===== config.mk =====
export PLATFORM = sky130hd
export DESIGN_NAME = pscp_port_ctl
export DESIGN_NICKNAME = d
export VERILOG_FILES = /design/src/rtl/pscp_pkg.sv /design/src/rtl/pscp_tick_if.sv /design/src/rtl/pscp_port_ctl.sv /design/src/rtl/pscp_tick_gen.sv
export SDC_FILE = /design/constraint.sdc
export NUM_CORES = 1
export LEC_CHECK = 0
export BUFFER_PORTS_ARGS = -buffer_cell sky130_fd_sc_hd__buf_2
export CAP_MARGIN = 20
export CORE_UTILIZATION = 37
export CTS_BUF_LIST = sky130_fd_sc_hd__clkbuf_8 sky130_fd_sc_hd__clkbuf_16
export DETAILED_ROUTE_END_ITERATION = 8
export PLACE_DENSITY_LB_ADDON = 0.25
export SLEW_MARGIN = 20
export SYNTH_ARGS = -nofsm -noshare
export SYNTH_HDL_FRONTEND = slang
export SYNTH_SLANG_ARGS = --single-unit
export TNS_END_PERCENT = 50

===== constraint.sdc =====
create_clock -name clk -period 3.4 [get_ports clk]
set_input_delay 0.17 -clock clk [delete_from_list [all_inputs] [get_ports clk]]
set_output_delay 0.17 -clock clk [all_outputs]
set_load 0.005 [all_outputs]

===== src/rtl/pscp_pkg.sv =====
// Purpose : Shared constants for the port control parameter block
// Assumes : 50 MHz clock, 32-bit AXI4-Lite register bus
// Notes   : All offsets are byte addresses of aligned words
package pscp_pkg;
    // ------------------------------------------------------------
    // Register map
    // ------------------------------------------------------------
    localparam logic [7:0] OFS_PORT_HDR   = 8'h00;
    localparam logic [7:0] OFS_PORT_TIME  = 8'h04;
    localparam logic [7:0] OFS_PORT_HOLD  = 8'h08;
    localparam logic [7:0] OFS_PORT_RSVD  = 8'h0C;
    localparam logic [7:0] OFS_LU_PAGE    = 8'h10;
    localparam logic [7:0] OFS_STATUS     = 8'h14;
    localparam logic [7:0] OFS_ARB_TIMER  = 8'h18;

    // ------------------------------------------------------------
    // Page constants
    // ------------------------------------------------------------
    localparam logic [5:0] PORT_PAGE_CODE = 6'h19;
    localparam logic [7:0] PORT_PAGE_LEN  = 8'h0E;
    localparam logic [5:0] LU_PAGE_CODE   = 6'h18;
    localparam logic [7:0] LU_PAGE_LEN    = 8'h06;
    localparam logic [3:0] PROTO_TAG      = 4'h6;
    localparam logic       PORT_PS        = 1'b1;
    localparam logic       PORT_SPF       = 1'b0;
    localparam logic       LU_PS          = 1'b0;
    localparam logic       LU_SPF         = 1'b0;
    localparam logic [2:0] LU_LINK_RETRY  = 3'h0;

    // ------------------------------------------------------------
    // Field positions in the header word
    // ------------------------------------------------------------
    localparam int BIT_KEEP_ARB  = 22;
    localparam int BIT_BCAST_EN  = 21;
    localparam int BIT_IND_POL   = 20;

    // ------------------------------------------------------------
    // Reset values and special codes
    // ------------------------------------------------------------
    localparam logic [15:0] NEXUS_TIME_RST   = 16'h07D0;
    localparam logic [15:0] DATA_TIMEOUT_RST = 16'h07D0;
    localparam logic [15:0] HOLDOFF_RST      = 16'h0000;
    localparam logic        KEEP_ARB_RST     = 1'b0;
    localparam logic        BCAST_EN_RST     = 1'b0;
    localparam logic        IND_POL_RST      = 1'b0;
    localparam logic [15:0] NEXUS_UNLIMITED  = 16'hFFFF;
    localparam logic [15:0] NEXUS_ZERO_MS    = 16'h07D0;
    localparam logic [15:0] HOLDOFF_ZERO_MIN = 16'h0001;

    // ------------------------------------------------------------
    // Timing
    // ------------------------------------------------------------
    localparam int CLK_PERIOD_NS = 20;
    localparam int TICK_US10_NS  = 10000;
    localparam int TICK_MS_NS    = 1000000;
    localparam int CYC_PER_US10  = TICK_US10_NS / CLK_PERIOD_NS;
    localparam int US10_PER_MS   = TICK_MS_NS / TICK_US10_NS;
    localparam int BLINK_HALF_MS = 64;

    localparam logic [1:0] RESP_OKAY   = 2'b00;
    localparam logic [1:0] RESP_SLVERR = 2'b10;

    typedef enum logic [1:0] {ST_IDLE, ST_RUN, ST_DONE} pscp_tmr_t;
endpackage


===== src/rtl/pscp_tick_if.sv =====
// Purpose : Carries timing ticks from the prescaler to the port logic
// Assumes : Single clock domain
// Notes   : Ticks are one-cycle pulses
`timescale 1ns/1ps
`default_nettype none
interface pscp_tick_if;
    logic us10_tick;
    logic ms_tick;
    logic blink;
    modport src (output us10_tick, output ms_tick, output blink);
    modport snk (input us10_tick, input ms_tick, input blink);
endinterface
`default_nettype wire


===== src/rtl/pscp_port_ctl.sv =====
// Purpose : Port control and logical unit parameter pages with transport timers
// Assumes : Event inputs other than drive_ready and cmd_active are one-cycle pulses synchronous to clk; those two are levels
// Notes   : Registers reached over AXI4-Lite, one write and one read at a time
`timescale 1ns/1ps
`default_nettype none
module pscp_port_ctl (
    input  wire logic        clk,
    input  wire logic        rst,
    // AXI4-Lite slave
    input  wire logic [7:0]  s_axi_awaddr,
    input  wire logic        s_axi_awvalid,
    output logic             s_axi_awready,
    input  wire logic [31:0] s_axi_wdata,
    input  wire logic [3:0]  s_axi_wstrb,
    input  wire logic        s_axi_wvalid,
    output logic             s_axi_wready,
    output logic [1:0]       s_axi_bresp,
    output logic             s_axi_bvalid,
    input  wire logic        s_axi_bready,
    input  wire logic [7:0]  s_axi_araddr,
    input  wire logic        s_axi_arvalid,
    output logic             s_axi_arready,
    output logic [31:0]      s_axi_rdata,
    output logic [1:0]       s_axi_rresp,
    output logic             s_axi_rvalid,
    input  wire logic        s_axi_rready,
    // Link and transport events
    input  wire logic        arb_start,
    input  wire logic        conn_opened,
    input  wire logic        rej_retry,
    input  wire logic        rej_continue,
    input  wire logic        rej_absent,
    input  wire logic        xfer_rdy_sent,
    input  wire logic        data_frame_rx,
    input  wire logic        async_event_req,
    input  wire logic        drive_ready,
    input  wire logic        cmd_active,
    // Outputs
    output logic [15:0]      arb_wait_time,
    output logic             nexus_lost,
    output logic             cmd_abort,
    output logic             conn_req_allow,
    output logic             async_event_send,
    output logic             ready_led
);
    import pscp_pkg::*;

    pscp_tick_if tk ();

    pscp_tick_gen u_tick (
        .clk (clk),
        .rst (rst),
        .tk  (tk)
    );

    // ------------------------------------------------------------
    // Address decode
    // ------------------------------------------------------------
    function automatic logic addr_mapped(input logic [7:0] a);
        case (a)
            OFS_PORT_HDR, OFS_PORT_TIME, OFS_PORT_HOLD, OFS_PORT_RSVD,
            OFS_LU_PAGE, OFS_STATUS, OFS_ARB_TIMER: addr_mapped = 1'b1;
            default: addr_mapped = 1'b0;
        endcase
    endfunction

    // Single parameter copy, shared by every initiator
    logic        keep_arbitration_wait_running_r;
    logic        bcast_en_r;
    logic        indicator_polarity_select_r;
    logic [15:0] nexus_time_r;
    logic [15:0] initiator_data_timeout_r;
    logic [15:0] retry_holdoff_limit_r;

    // Timer state
    pscp_tmr_t   arb_st_r;
    logic [15:0] arb_cnt_r;
    pscp_tmr_t   nx_st_r;
    logic [15:0] nx_cnt_r;
    pscp_tmr_t   dt_st_r;
    logic [15:0] dt_cnt_r;
    pscp_tmr_t   ho_st_r;
    logic [15:0] ho_cnt_r;
    logic        cmd_abort_r;
    logic        async_event_r;
    logic        ready_led_r;

    // ------------------------------------------------------------
    // AXI4-Lite write channel
    // ------------------------------------------------------------
    logic        aw_have_r;
    logic [7:0]  aw_addr_r;
    logic        w_have_r;
    logic [31:0] w_data_r;
    logic [3:0]  w_strb_r;
    logic        bvalid_r;
    logic [1:0]  bresp_r;
    logic        do_write;

    assign s_axi_awready = !aw_have_r && !bvalid_r;
    assign s_axi_wready  = !w_have_r && !bvalid_r;
    assign s_axi_bvalid  = bvalid_r;
    assign s_axi_bresp   = bresp_r;
    assign do_write      = aw_have_r && w_have_r && !bvalid_r;

    always_ff @(posedge clk) begin
        if (rst) begin
            aw_have_r <= 1'b0;
            aw_addr_r <= 8'h00;
        end else if (s_axi_awvalid && s_axi_awready) begin
            aw_have_r <= 1'b1;
            aw_addr_r <= s_axi_awaddr;
        end else if (do_write) begin
            aw_have_r <= 1'b0;
        end
    end

    always_ff @(posedge clk) begin
        if (rst) begin
            w_have_r <= 1'b0;
            w_data_r <= 32'h0000_0000;
            w_strb_r <= 4'h0;
        end else if (s_axi_wvalid && s_axi_wready) begin
            w_have_r <= 1'b1;
            w_data_r <= s_axi_wdata;
            w_strb_r <= s_axi_wstrb;
        end else if (do_write) begin
            w_have_r <= 1'b0;
        end
    end

    always_ff @(posedge clk) begin
        if (rst) begin
            bvalid_r <= 1'b0;
            bresp_r  <= RESP_OKAY;
        end else if (do_write) begin
            bvalid_r <= 1'b1;
            bresp_r  <= addr_mapped(aw_addr_r) ? RESP_OKAY : RESP_SLVERR;
        end else if (s_axi_bready) begin
            bvalid_r <= 1'b0;
        end
    end

    // ------------------------------------------------------------
    // Parameter fields
    // ------------------------------------------------------------
    always_ff @(posedge clk) begin
        if (rst) begin
            keep_arbitration_wait_running_r <= KEEP_ARB_RST;
            bcast_en_r                      <= BCAST_EN_RST;
            indicator_polarity_select_r     <= IND_POL_RST;
            nexus_time_r                    <= NEXUS_TIME_RST;
            initiator_data_timeout_r        <= DATA_TIMEOUT_RST;
            retry_holdoff_limit_r           <= HOLDOFF_RST;
        end else if (do_write) begin
            if (aw_addr_r == OFS_PORT_HDR && w_strb_r[2]) begin
                keep_arbitration_wait_running_r <= w_data_r[BIT_KEEP_ARB];
                bcast_en_r                      <= w_data_r[BIT_BCAST_EN];
                indicator_polarity_select_r     <= w_data_r[BIT_IND_POL];
            end
            if (aw_addr_r == OFS_PORT_TIME) begin
                if (w_strb_r[0]) nexus_time_r[7:0]              <= w_data_r[7:0];
                if (w_strb_r[1]) nexus_time_r[15:8]             <= w_data_r[15:8];
                if (w_strb_r[2]) initiator_data_timeout_r[7:0]  <= w_data_r[23:16];
                if (w_strb_r[3]) initiator_data_timeout_r[15:8] <= w_data_r[31:24];
            end
            if (aw_addr_r == OFS_PORT_HOLD) begin
                if (w_strb_r[0]) retry_holdoff_limit_r[7:0]  <= w_data_r[7:0];
                if (w_strb_r[1]) retry_holdoff_limit_r[15:8] <= w_data_r[15:8];
            end
        end
    end

    // ------------------------------------------------------------
    // AXI4-Lite read channel
    // ------------------------------------------------------------
    logic        rvalid_r;
    logic [31:0] rdata_r;
    logic [1:0]  rresp_r;
    logic [31:0] rd_mux;

    assign s_axi_arready = !rvalid_r;
    assign s_axi_rvalid  = rvalid_r;
    assign s_axi_rdata   = rdata_r;
    assign s_axi_rresp   = rresp_r;

    always_comb begin
        rd_mux = 32'h0000_0000;
        case (s_axi_araddr)
            OFS_PORT_HDR: begin
                rd_mux[7:0]   = {PORT_PS, PORT_SPF, PORT_PAGE_CODE};
                rd_mux[15:8]  = PORT_PAGE_LEN;
                rd_mux[23:16] = {1'b0, keep_arbitration_wait_running_r, bcast_en_r,
                                 indicator_polarity_select_r, PROTO_TAG};
            end
            OFS_PORT_TIME: rd_mux = {initiator_data_timeout_r, nexus_time_r};
            OFS_PORT_HOLD: rd_mux[15:0] = retry_holdoff_limit_r;
            OFS_LU_PAGE: begin
                rd_mux[7:0]   = {LU_PS, LU_SPF, LU_PAGE_CODE};
                rd_mux[15:8]  = LU_PAGE_LEN;
                rd_mux[23:16] = {2'b00, LU_LINK_RETRY, PROTO_TAG[2:0]};
            end
            OFS_STATUS: rd_mux[4:0] = {ready_led_r, ho_st_r == ST_RUN,
                                       dt_st_r == ST_RUN, nx_st_r == ST_DONE, arb_st_r == ST_RUN};
            OFS_ARB_TIMER: rd_mux[15:0] = arb_cnt_r;
            default: rd_mux = 32'h0000_0000;
        endcase
    end

    always_ff @(posedge clk) begin
        if (rst) begin
            rvalid_r <= 1'b0;
            rdata_r  <= 32'h0000_0000;
            rresp_r  <= RESP_OKAY;
        end else if (s_axi_arvalid && s_axi_arready) begin
            rvalid_r <= 1'b1;
            rdata_r  <= rd_mux;
            rresp_r  <= addr_mapped(s_axi_araddr) ? RESP_OKAY : RESP_SLVERR;
        end else if (s_axi_rready) begin
            rvalid_r <= 1'b0;
        end
    end

    // ------------------------------------------------------------
    // Arbitration wait timer, 10 us units
    // ------------------------------------------------------------
    always_ff @(posedge clk) begin
        if (rst) begin
            arb_st_r  <= ST_IDLE;
            arb_cnt_r <= 16'h0000;
        end else if (arb_start) begin
            arb_st_r  <= ST_RUN;
            arb_cnt_r <= 16'h0000;
        end else if (rej_retry && !keep_arbitration_wait_running_r) begin
            arb_st_r  <= ST_IDLE;
            arb_cnt_r <= 16'h0000;
        end else if (conn_opened) begin
            arb_st_r <= ST_IDLE;
        end else begin
            // A retry reject with the keep bit set falls through here
            case (arb_st_r)
                ST_RUN: begin
                    if (tk.us10_tick && arb_cnt_r != 16'hFFFF) begin
                        arb_cnt_r <= arb_cnt_r + 16'h0001;
                    end
                end
                ST_IDLE, ST_DONE: arb_st_r <= arb_st_r;
                default: arb_st_r <= ST_IDLE;
            endcase
        end
    end

    assign arb_wait_time = arb_cnt_r;

    // ------------------------------------------------------------
    // Nexus loss timer, ms units
    // ------------------------------------------------------------
    logic [15:0] nx_limit;
    assign nx_limit = (nexus_time_r == 16'h0000) ? NEXUS_ZERO_MS : nexus_time_r;

    always_ff @(posedge clk) begin
        if (rst) begin
            nx_st_r  <= ST_IDLE;
            nx_cnt_r <= 16'h0000;
        end else if (conn_opened) begin
            nx_st_r  <= ST_IDLE;
            nx_cnt_r <= 16'h0000;
        end else begin
            case (nx_st_r)
                ST_IDLE: begin
                    if (rej_absent) begin
                        nx_st_r  <= ST_RUN;
                        nx_cnt_r <= 16'h0000;
                    end
                end
                ST_RUN: begin
                    if (nexus_time_r != NEXUS_UNLIMITED && nx_cnt_r >= nx_limit) begin
                        nx_st_r <= ST_DONE;
                    end else if (tk.ms_tick && nx_cnt_r != 16'hFFFF) begin
                        nx_cnt_r <= nx_cnt_r + 16'h0001;
                    end
                end
                ST_DONE: nx_st_r <= ST_DONE;
                default: nx_st_r <= ST_IDLE;
            endcase
        end
    end

    assign nexus_lost = (nx_st_r == ST_DONE);

    // ------------------------------------------------------------
    // Initiator data wait timer, ms units
    // ------------------------------------------------------------
    always_ff @(posedge clk) begin
        if (rst) begin
            dt_st_r     <= ST_IDLE;
            dt_cnt_r    <= 16'h0000;
            cmd_abort_r <= 1'b0;
        end else begin
            cmd_abort_r <= 1'b0;
            if (xfer_rdy_sent && initiator_data_timeout_r != 16'h0000) begin
                dt_st_r  <= ST_RUN;
                dt_cnt_r <= 16'h0000;
            end else if (data_frame_rx || initiator_data_timeout_r == 16'h0000) begin
                dt_st_r <= ST_IDLE;
            end else begin
                case (dt_st_r)
                    ST_RUN: begin
                        if (dt_cnt_r >= initiator_data_timeout_r) begin
                            dt_st_r     <= ST_IDLE;
                            cmd_abort_r <= 1'b1;
                        end else if (tk.ms_tick) begin
                            dt_cnt_r <= dt_cnt_r + 16'h0001;
                        end
                    end
                    ST_IDLE, ST_DONE: dt_st_r <= ST_IDLE;
                    default: dt_st_r <= ST_IDLE;
                endcase
            end
        end
    end

    assign cmd_abort = cmd_abort_r;

    // ------------------------------------------------------------
    // Reject-to-open holdoff, 10 us units
    // ------------------------------------------------------------
    logic [15:0] ho_limit;
    assign ho_limit = (retry_holdoff_limit_r == 16'h0000) ? HOLDOFF_ZERO_MIN
                                                         : retry_holdoff_limit_r;

    always_ff @(posedge clk) begin
        if (rst) begin
            ho_st_r  <= ST_IDLE;
            ho_cnt_r <= 16'h0000;
        end else if (rej_retry || rej_continue) begin
            ho_st_r  <= ST_RUN;
            ho_cnt_r <= 16'h0000;
        end else begin
            case (ho_st_r)
                ST_RUN: begin
                    // First tick is partial, so release only at tick limit+1
                    if (tk.us10_tick && ho_cnt_r >= ho_limit) begin
                        ho_st_r <= ST_IDLE;
                    end else if (tk.us10_tick) begin
                        ho_cnt_r <= ho_cnt_r + 16'h0001;
                    end
                end
                ST_IDLE, ST_DONE: ho_st_r <= ST_IDLE;
                default: ho_st_r <= ST_IDLE;
            endcase
        end
    end

    assign conn_req_allow = (ho_st_r != ST_RUN) && !nexus_lost;

    // ------------------------------------------------------------
    // Broadcast origination and ready indicator
    // ------------------------------------------------------------
    always_ff @(posedge clk) begin
        if (rst) begin
            async_event_r <= 1'b0;
        end else begin
            async_event_r <= async_event_req && bcast_en_r;
        end
    end

    assign async_event_send = async_event_r;

    always_ff @(posedge clk) begin
        if (rst) begin
            ready_led_r <= 1'b0;
        end else if (indicator_polarity_select_r) begin
            ready_led_r <= cmd_active && tk.blink;
        end else begin
            ready_led_r <= drive_ready && !(cmd_active && tk.blink);
        end
    end

    assign ready_led = ready_led_r;
endmodule
`default_nettype wire


===== src/rtl/pscp_tick_gen.sv =====
// Purpose : Prescaler for 10 us and 1 ms ticks and the indicator blink
// Assumes : 50 MHz clock
// Notes   : Free running from reset
`timescale 1ns/1ps
`default_nettype none
module pscp_tick_gen (
    input  wire logic  clk,
    input  wire logic  rst,
    pscp_tick_if.src   tk
);
    import pscp_pkg::*;

    logic [9:0] cyc_r;
    logic [6:0] us10_r;
    logic [6:0] ms_r;
    logic       us10_r_tick;
    logic       ms_r_tick;
    logic       blink_r;

    // ------------------------------------------------------------
    // 10 us prescaler
    // ------------------------------------------------------------
    always_ff @(posedge clk) begin
        if (rst) begin
            cyc_r       <= 10'h000;
            us10_r_tick <= 1'b0;
        end else if (cyc_r == 10'(CYC_PER_US10 - 1)) begin
            cyc_r       <= 10'h000;
            us10_r_tick <= 1'b1;
        end else begin
            cyc_r       <= cyc_r + 10'h001;
            us10_r_tick <= 1'b0;
        end
    end

    // ------------------------------------------------------------
    // 1 ms prescaler and blink
    // ------------------------------------------------------------
    always_ff @(posedge clk) begin
        if (rst) begin
            us10_r    <= 7'h00;
            ms_r_tick <= 1'b0;
        end else if (us10_r_tick && us10_r == 7'(US10_PER_MS - 1)) begin
            us10_r    <= 7'h00;
            ms_r_tick <= 1'b1;
        end else begin
            if (us10_r_tick) begin
                us10_r <= us10_r + 7'h01;
            end
            ms_r_tick <= 1'b0;
        end
    end

    always_ff @(posedge clk) begin
        if (rst) begin
            ms_r    <= 7'h00;
            blink_r <= 1'b0;
        end else if (ms_r_tick) begin
            if (ms_r == 7'(BLINK_HALF_MS - 1)) begin
                ms_r    <= 7'h00;
                blink_r <= ~blink_r;
            end else begin
                ms_r <= ms_r + 7'h01;
            end
        end
    end

    assign tk.us10_tick = us10_r_tick;
    assign tk.ms_tick   = ms_r_tick;
    assign tk.blink     = blink_r;
endmodule
`default_nettype wire


==> impl_metrics.py <==
metrics = {
    "detailed_routing": {
        "via_per_inst": 5.30,
        "wl_per_cell_um": 16.2,
        "drt-met1-wl_um": 15000,
        "highest_layer": "met4",
        "route.met3.wl_um": 1900,
        "final_antenna_net_count": 0,
        "postRouteWirelength_um": 31600,
        "vias": 10330,
        "detail_route.drc_violations": 0,
        "drt_pass_1_iters": 5,
        "first_iter_violations": 728,
        "met2_wirelength_um": 14000,
    },
    "die": {
        "die_footprint_um2": 30800,
        "initial_core_utilization": 0.376,
        "fp.dieH_um": 176,
        "number_of_primary_i_o_pins": 131,
        "core_area_um2": 29600,
        "die-width_um": 176,
        "placementRows": 63,
    },
    "status": {
        "run_status": "finished clean",
    },
    "sta": {
        "max_slew.worst_pin.slew_ns": 0.759,
        "final_critical_path_setup_slack_ns": 0.449,
        "clock.fmax_mhz": 339,
        "period_utilization_post_route": 0.868,
        "finalHoldViolations": 0,
        "grt_setup_unrepaired": "false",
        "timing.slew.headroom": 0.494,
        "final-setup-viol-count": 0,
        "setup_tns_ns": 0,
        "drv_slew": 0,
        "timing.clock.skew_ns": 0.00894,
        "period_minus_slack_ns": 2.95,
    },
    "global_routing": {
        "first_global_vias": 9729,
        "grt_start_max_net_pins": 100,
        "grt_usage": 0.203,
        "grt_pass1_wl_um": 50900,
        "antenna_found_initial": 0,
        "grt_overflow": 0,
    },
    "pwr": {
        "p_sw_frac": 0.227,
        "power_frac_clock": 0.490,
        "seq_power_share": 0.454,
        "irDropWorstVdd_uv": 335,
        "power.net_switching_mw": 1.41,
        "cellInternalPower_mw": 4.80,
        "leakage_dissipation_nw": 5.34,
        "powerDensity_nw_per_um2": 455,
        "comb_power_share": 0.055,
    },
    "clocking": {
        "clk-insertion-delay-late_ns": 0.53,
        "tritoncts": "yes",
        "post_cts.repair.setup_buffers": 0,
        "ctsHoldBuffers": 56,
        "max-clock-path-buffers": 3,
        "cts_resized": 0,
        "ctsRootBufferMaster": "sky130_fd_sc_hd__clkbuf_16",
        "clk_transition_reported_paths_ns": 0.06,
        "cts_inserted_buffers": 26,
        "numClockSinks": 232,
        "htree_levels": 1,
    },
    "finish": {
        "final-instance-count-excl-fill": 1949,
        "nets": 1665,
        "postLayoutCoreUtil": 0.460,
        "final_area_um2": 13600,
        "layout_cell_share_with_drive_strength_beyond_1": 0.139,
        "syn_to_final_growth_pct": 22.3,
        "num-fill-cells": 3030,
        "register_area_um2": 4640,
        "multi_input_comb_area_um2": 5990,
    },
    "worst_setup_path": {
        "r2r_setup_slack_ns": 0.45,
        "required_ns": 3.87,
        "criticalPathCategory": "flop to flop",
        "cp-end-kind": "flop",
        "reg2regPathDepth": 10,
        "crit_path_max_fanout": 9,
        "cp-start-kind": "flop",
        "timing.critical_path.arrival_ns": 3.42,
    },
    "yosys": {
        "postSynthCellCount": 1373,
        "synth-edff-count": 0,
        "async_flop_share": 0,
        "yosys_reg_bits": 232,
        "mapped_cell_area_um2": 11100,
        "avgSynthCellArea_um2": 8.12,
        "synth_warnings": 0,
        "netlist-cell-type-count": 71,
        "synth_ff_type": "sky130_fd_sc_hd__dfxtp_1",
        "synth.yosys.seq_area_share": 0.417,
    },
    "place": {
        "globalplace.congestion": 0.899,
        "io_buffers": 128,
        "post_placement_worst_setup_slack_ns": 0.543,
        "postPlaceCellArea_um2": 12100,
        "detailed_place_hpwl_um": 23100,
        "dp_cells": 1844,
    },
    "hold_path": {
        "hold_depth": 3,
        "min_path_type": "input port to flop",
    },
    "flow_run": {
        "maxCapViolCount": 0,
    },
}
-- cells in the mapped netlist (19+ instances only) --
master                     number  area, um^2
sky130_fd_sc_hd__mux2i_1       19         190
sky130_fd_sc_hd__inv_1         59         221
sky130_fd_sc_hd__ha_1          58         726
sky130_fd_sc_hd__dfxtp_1      232        4640
sky130_fd_sc_hd__xor2_1        26         228
sky130_fd_sc_hd__nand2b_1      19         119
sky130_fd_sc_hd__o21ai_0       30         150
sky130_fd_sc_hd__nor3_1        31         155
sky130_fd_sc_hd__and3_1        19         119
sky130_fd_sc_hd__clkbuf_1      50         188
sky130_fd_sc_hd__nand2_1      263         987
sky130_fd_sc_hd__nand4_1       34         213
sky130_fd_sc_hd__a21oi_1      145         726
sky130_fd_sc_hd__nor2_1       107         402
sky130_fd_sc_hd__nand3_1       46         230
-- layout by cell type (no fill, tap or decap), drive strengths merged, types with 6 or more instances in the layout --
cell type and instances:
o2111ai 7, nor4 20, and2 13, nor2b 7
a211o 7, a22o 6, a31oi 9, xor2 26
o31ai 7, or3 12, a311oi 7, o211ai 10
and3 19, clkinv 7, a21oi 145, nand2b 19
mux2i 19, xnor2 11, dlygate4sd3 56, o21ai 30
nor3 31, nand3 46, nor2 107, buf 145
or4 15, and4 8, dfxtp 232, inv 63
a222oi 9, clkbuf 33, nand2 263, nand3b 11
ha 58, nand4 34, a31o 7
-- worst max-delay path: stages, from the launching register on --
cell	delay [ns]
sky130_fd_sc_hd__dfxtp_1	0.33
sky130_fd_sc_hd__nor4_1	0.44
sky130_fd_sc_hd__a41o_1	0.25
sky130_fd_sc_hd__ha_1	0.22
sky130_fd_sc_hd__nand2b_1	0.14
sky130_fd_sc_hd__a211o_1	0.30
sky130_fd_sc_hd__a211oi_2	0.20
sky130_fd_sc_hd__buf_4	0.19
sky130_fd_sc_hd__o21ai_0	0.19
sky130_fd_sc_hd__or4_1	0.55
sky130_fd_sc_hd__nand2_1	0.08
-- kinds of logic (layout without fill, tap and decap cells) --
kind of cell	Yosys count	count (layout)	synth area share
XOR/XNOR	37	37	0.0291
other	1	3	0.000336
AO/OA/AOI/OAI	284	284	0.160
multiplexers	21	21	0.0191
adder cells (fa/ha/maj)	58	58	0.0651
flip-flops	232	232	0.417
buffers and inverters	125	309	0.0468
AND/OR/NAND/NOR	615	615	0.263
-- state kept, by name (all words and copies together) (netlist names), 2 cells and up --
signal / flops
nexus_time_r: 16
s_axi_rdata: 32
w_data_r: 32
initiator_data_timeout_r: 16
u_tick.ms_r: 7
aw_addr_r: 8
u_tick.cyc_r: 10
nx_st_r: 2
nx_cnt_r: 16
u_tick.us10_r: 7
dt_cnt_r: 16
w_strb_r: 4
arb_wait_time: 16
ho_cnt_r: 16
retry_holdoff_limit_r: 16
-- cell type report --
cell class / count / area share
well taps: 390 / 0.0358
repair buffers: 201 / 0.0986
diodes: 1 / 0.000184
clock buffers: 33 / 0.0556
clock inverters: 15 / 0.0134
inverters: 60 / 0.0165
multi-input cells: 1017 / 0.439
flip-flops and latches: 232 / 0.341
-- path summary, 6_finish.rpt --
| kind | to | start |
|---|---|---|
| worst min register to register | s_axi_rdata[19]$_SDFFE_PP0P_ | s_axi_rdata[19]$_SDFFE_PP0P_ |
| worst min-delay path | ho_st_r[0]$_SDFFE_PP0P_ | rej_continue |
| worst max register to register | ho_cnt_r[7]$_SDFFE_PP0P_ | retry_holdoff_limit_r[12]$_SDFFE_PP0P_ |
| worst max-delay path | ho_cnt_r[7]$_SDFFE_PP0P_ | retry_holdoff_limit_r[12]$_SDFFE_PP0P_ |
-- through the flow --
step / hold WS [ns] / power, mW
finish: 0.0387 / 6.21
global placement: 0.355 / 3.17
floorplan: 0.253 / 3.04
CTS: 0.0229 / 6.26
global route: 0.0611 / 6.42
detailed placement: 0.380 / 3.17
-- routing by layer --
layer	up-vias	GRT usage
met5	-	0
met4	0	0.0547
met3	51	0.0266
met2	312	0.326
met1	4785	0.285
li1	5182	-
-- power by group through the flow --
stage	Clock, mW	Combinational [mW]	Sequential, mW
finish	3.04	0.343	2.82
global route	3.21	0.383	2.82
CTS	3.10	0.344	2.82
detailed placement	0	0.293	2.88
global placement	0	0.290	2.88
floorplan	0	0.184	2.86
Note: power is estimated with default switching activity, not from simulation.
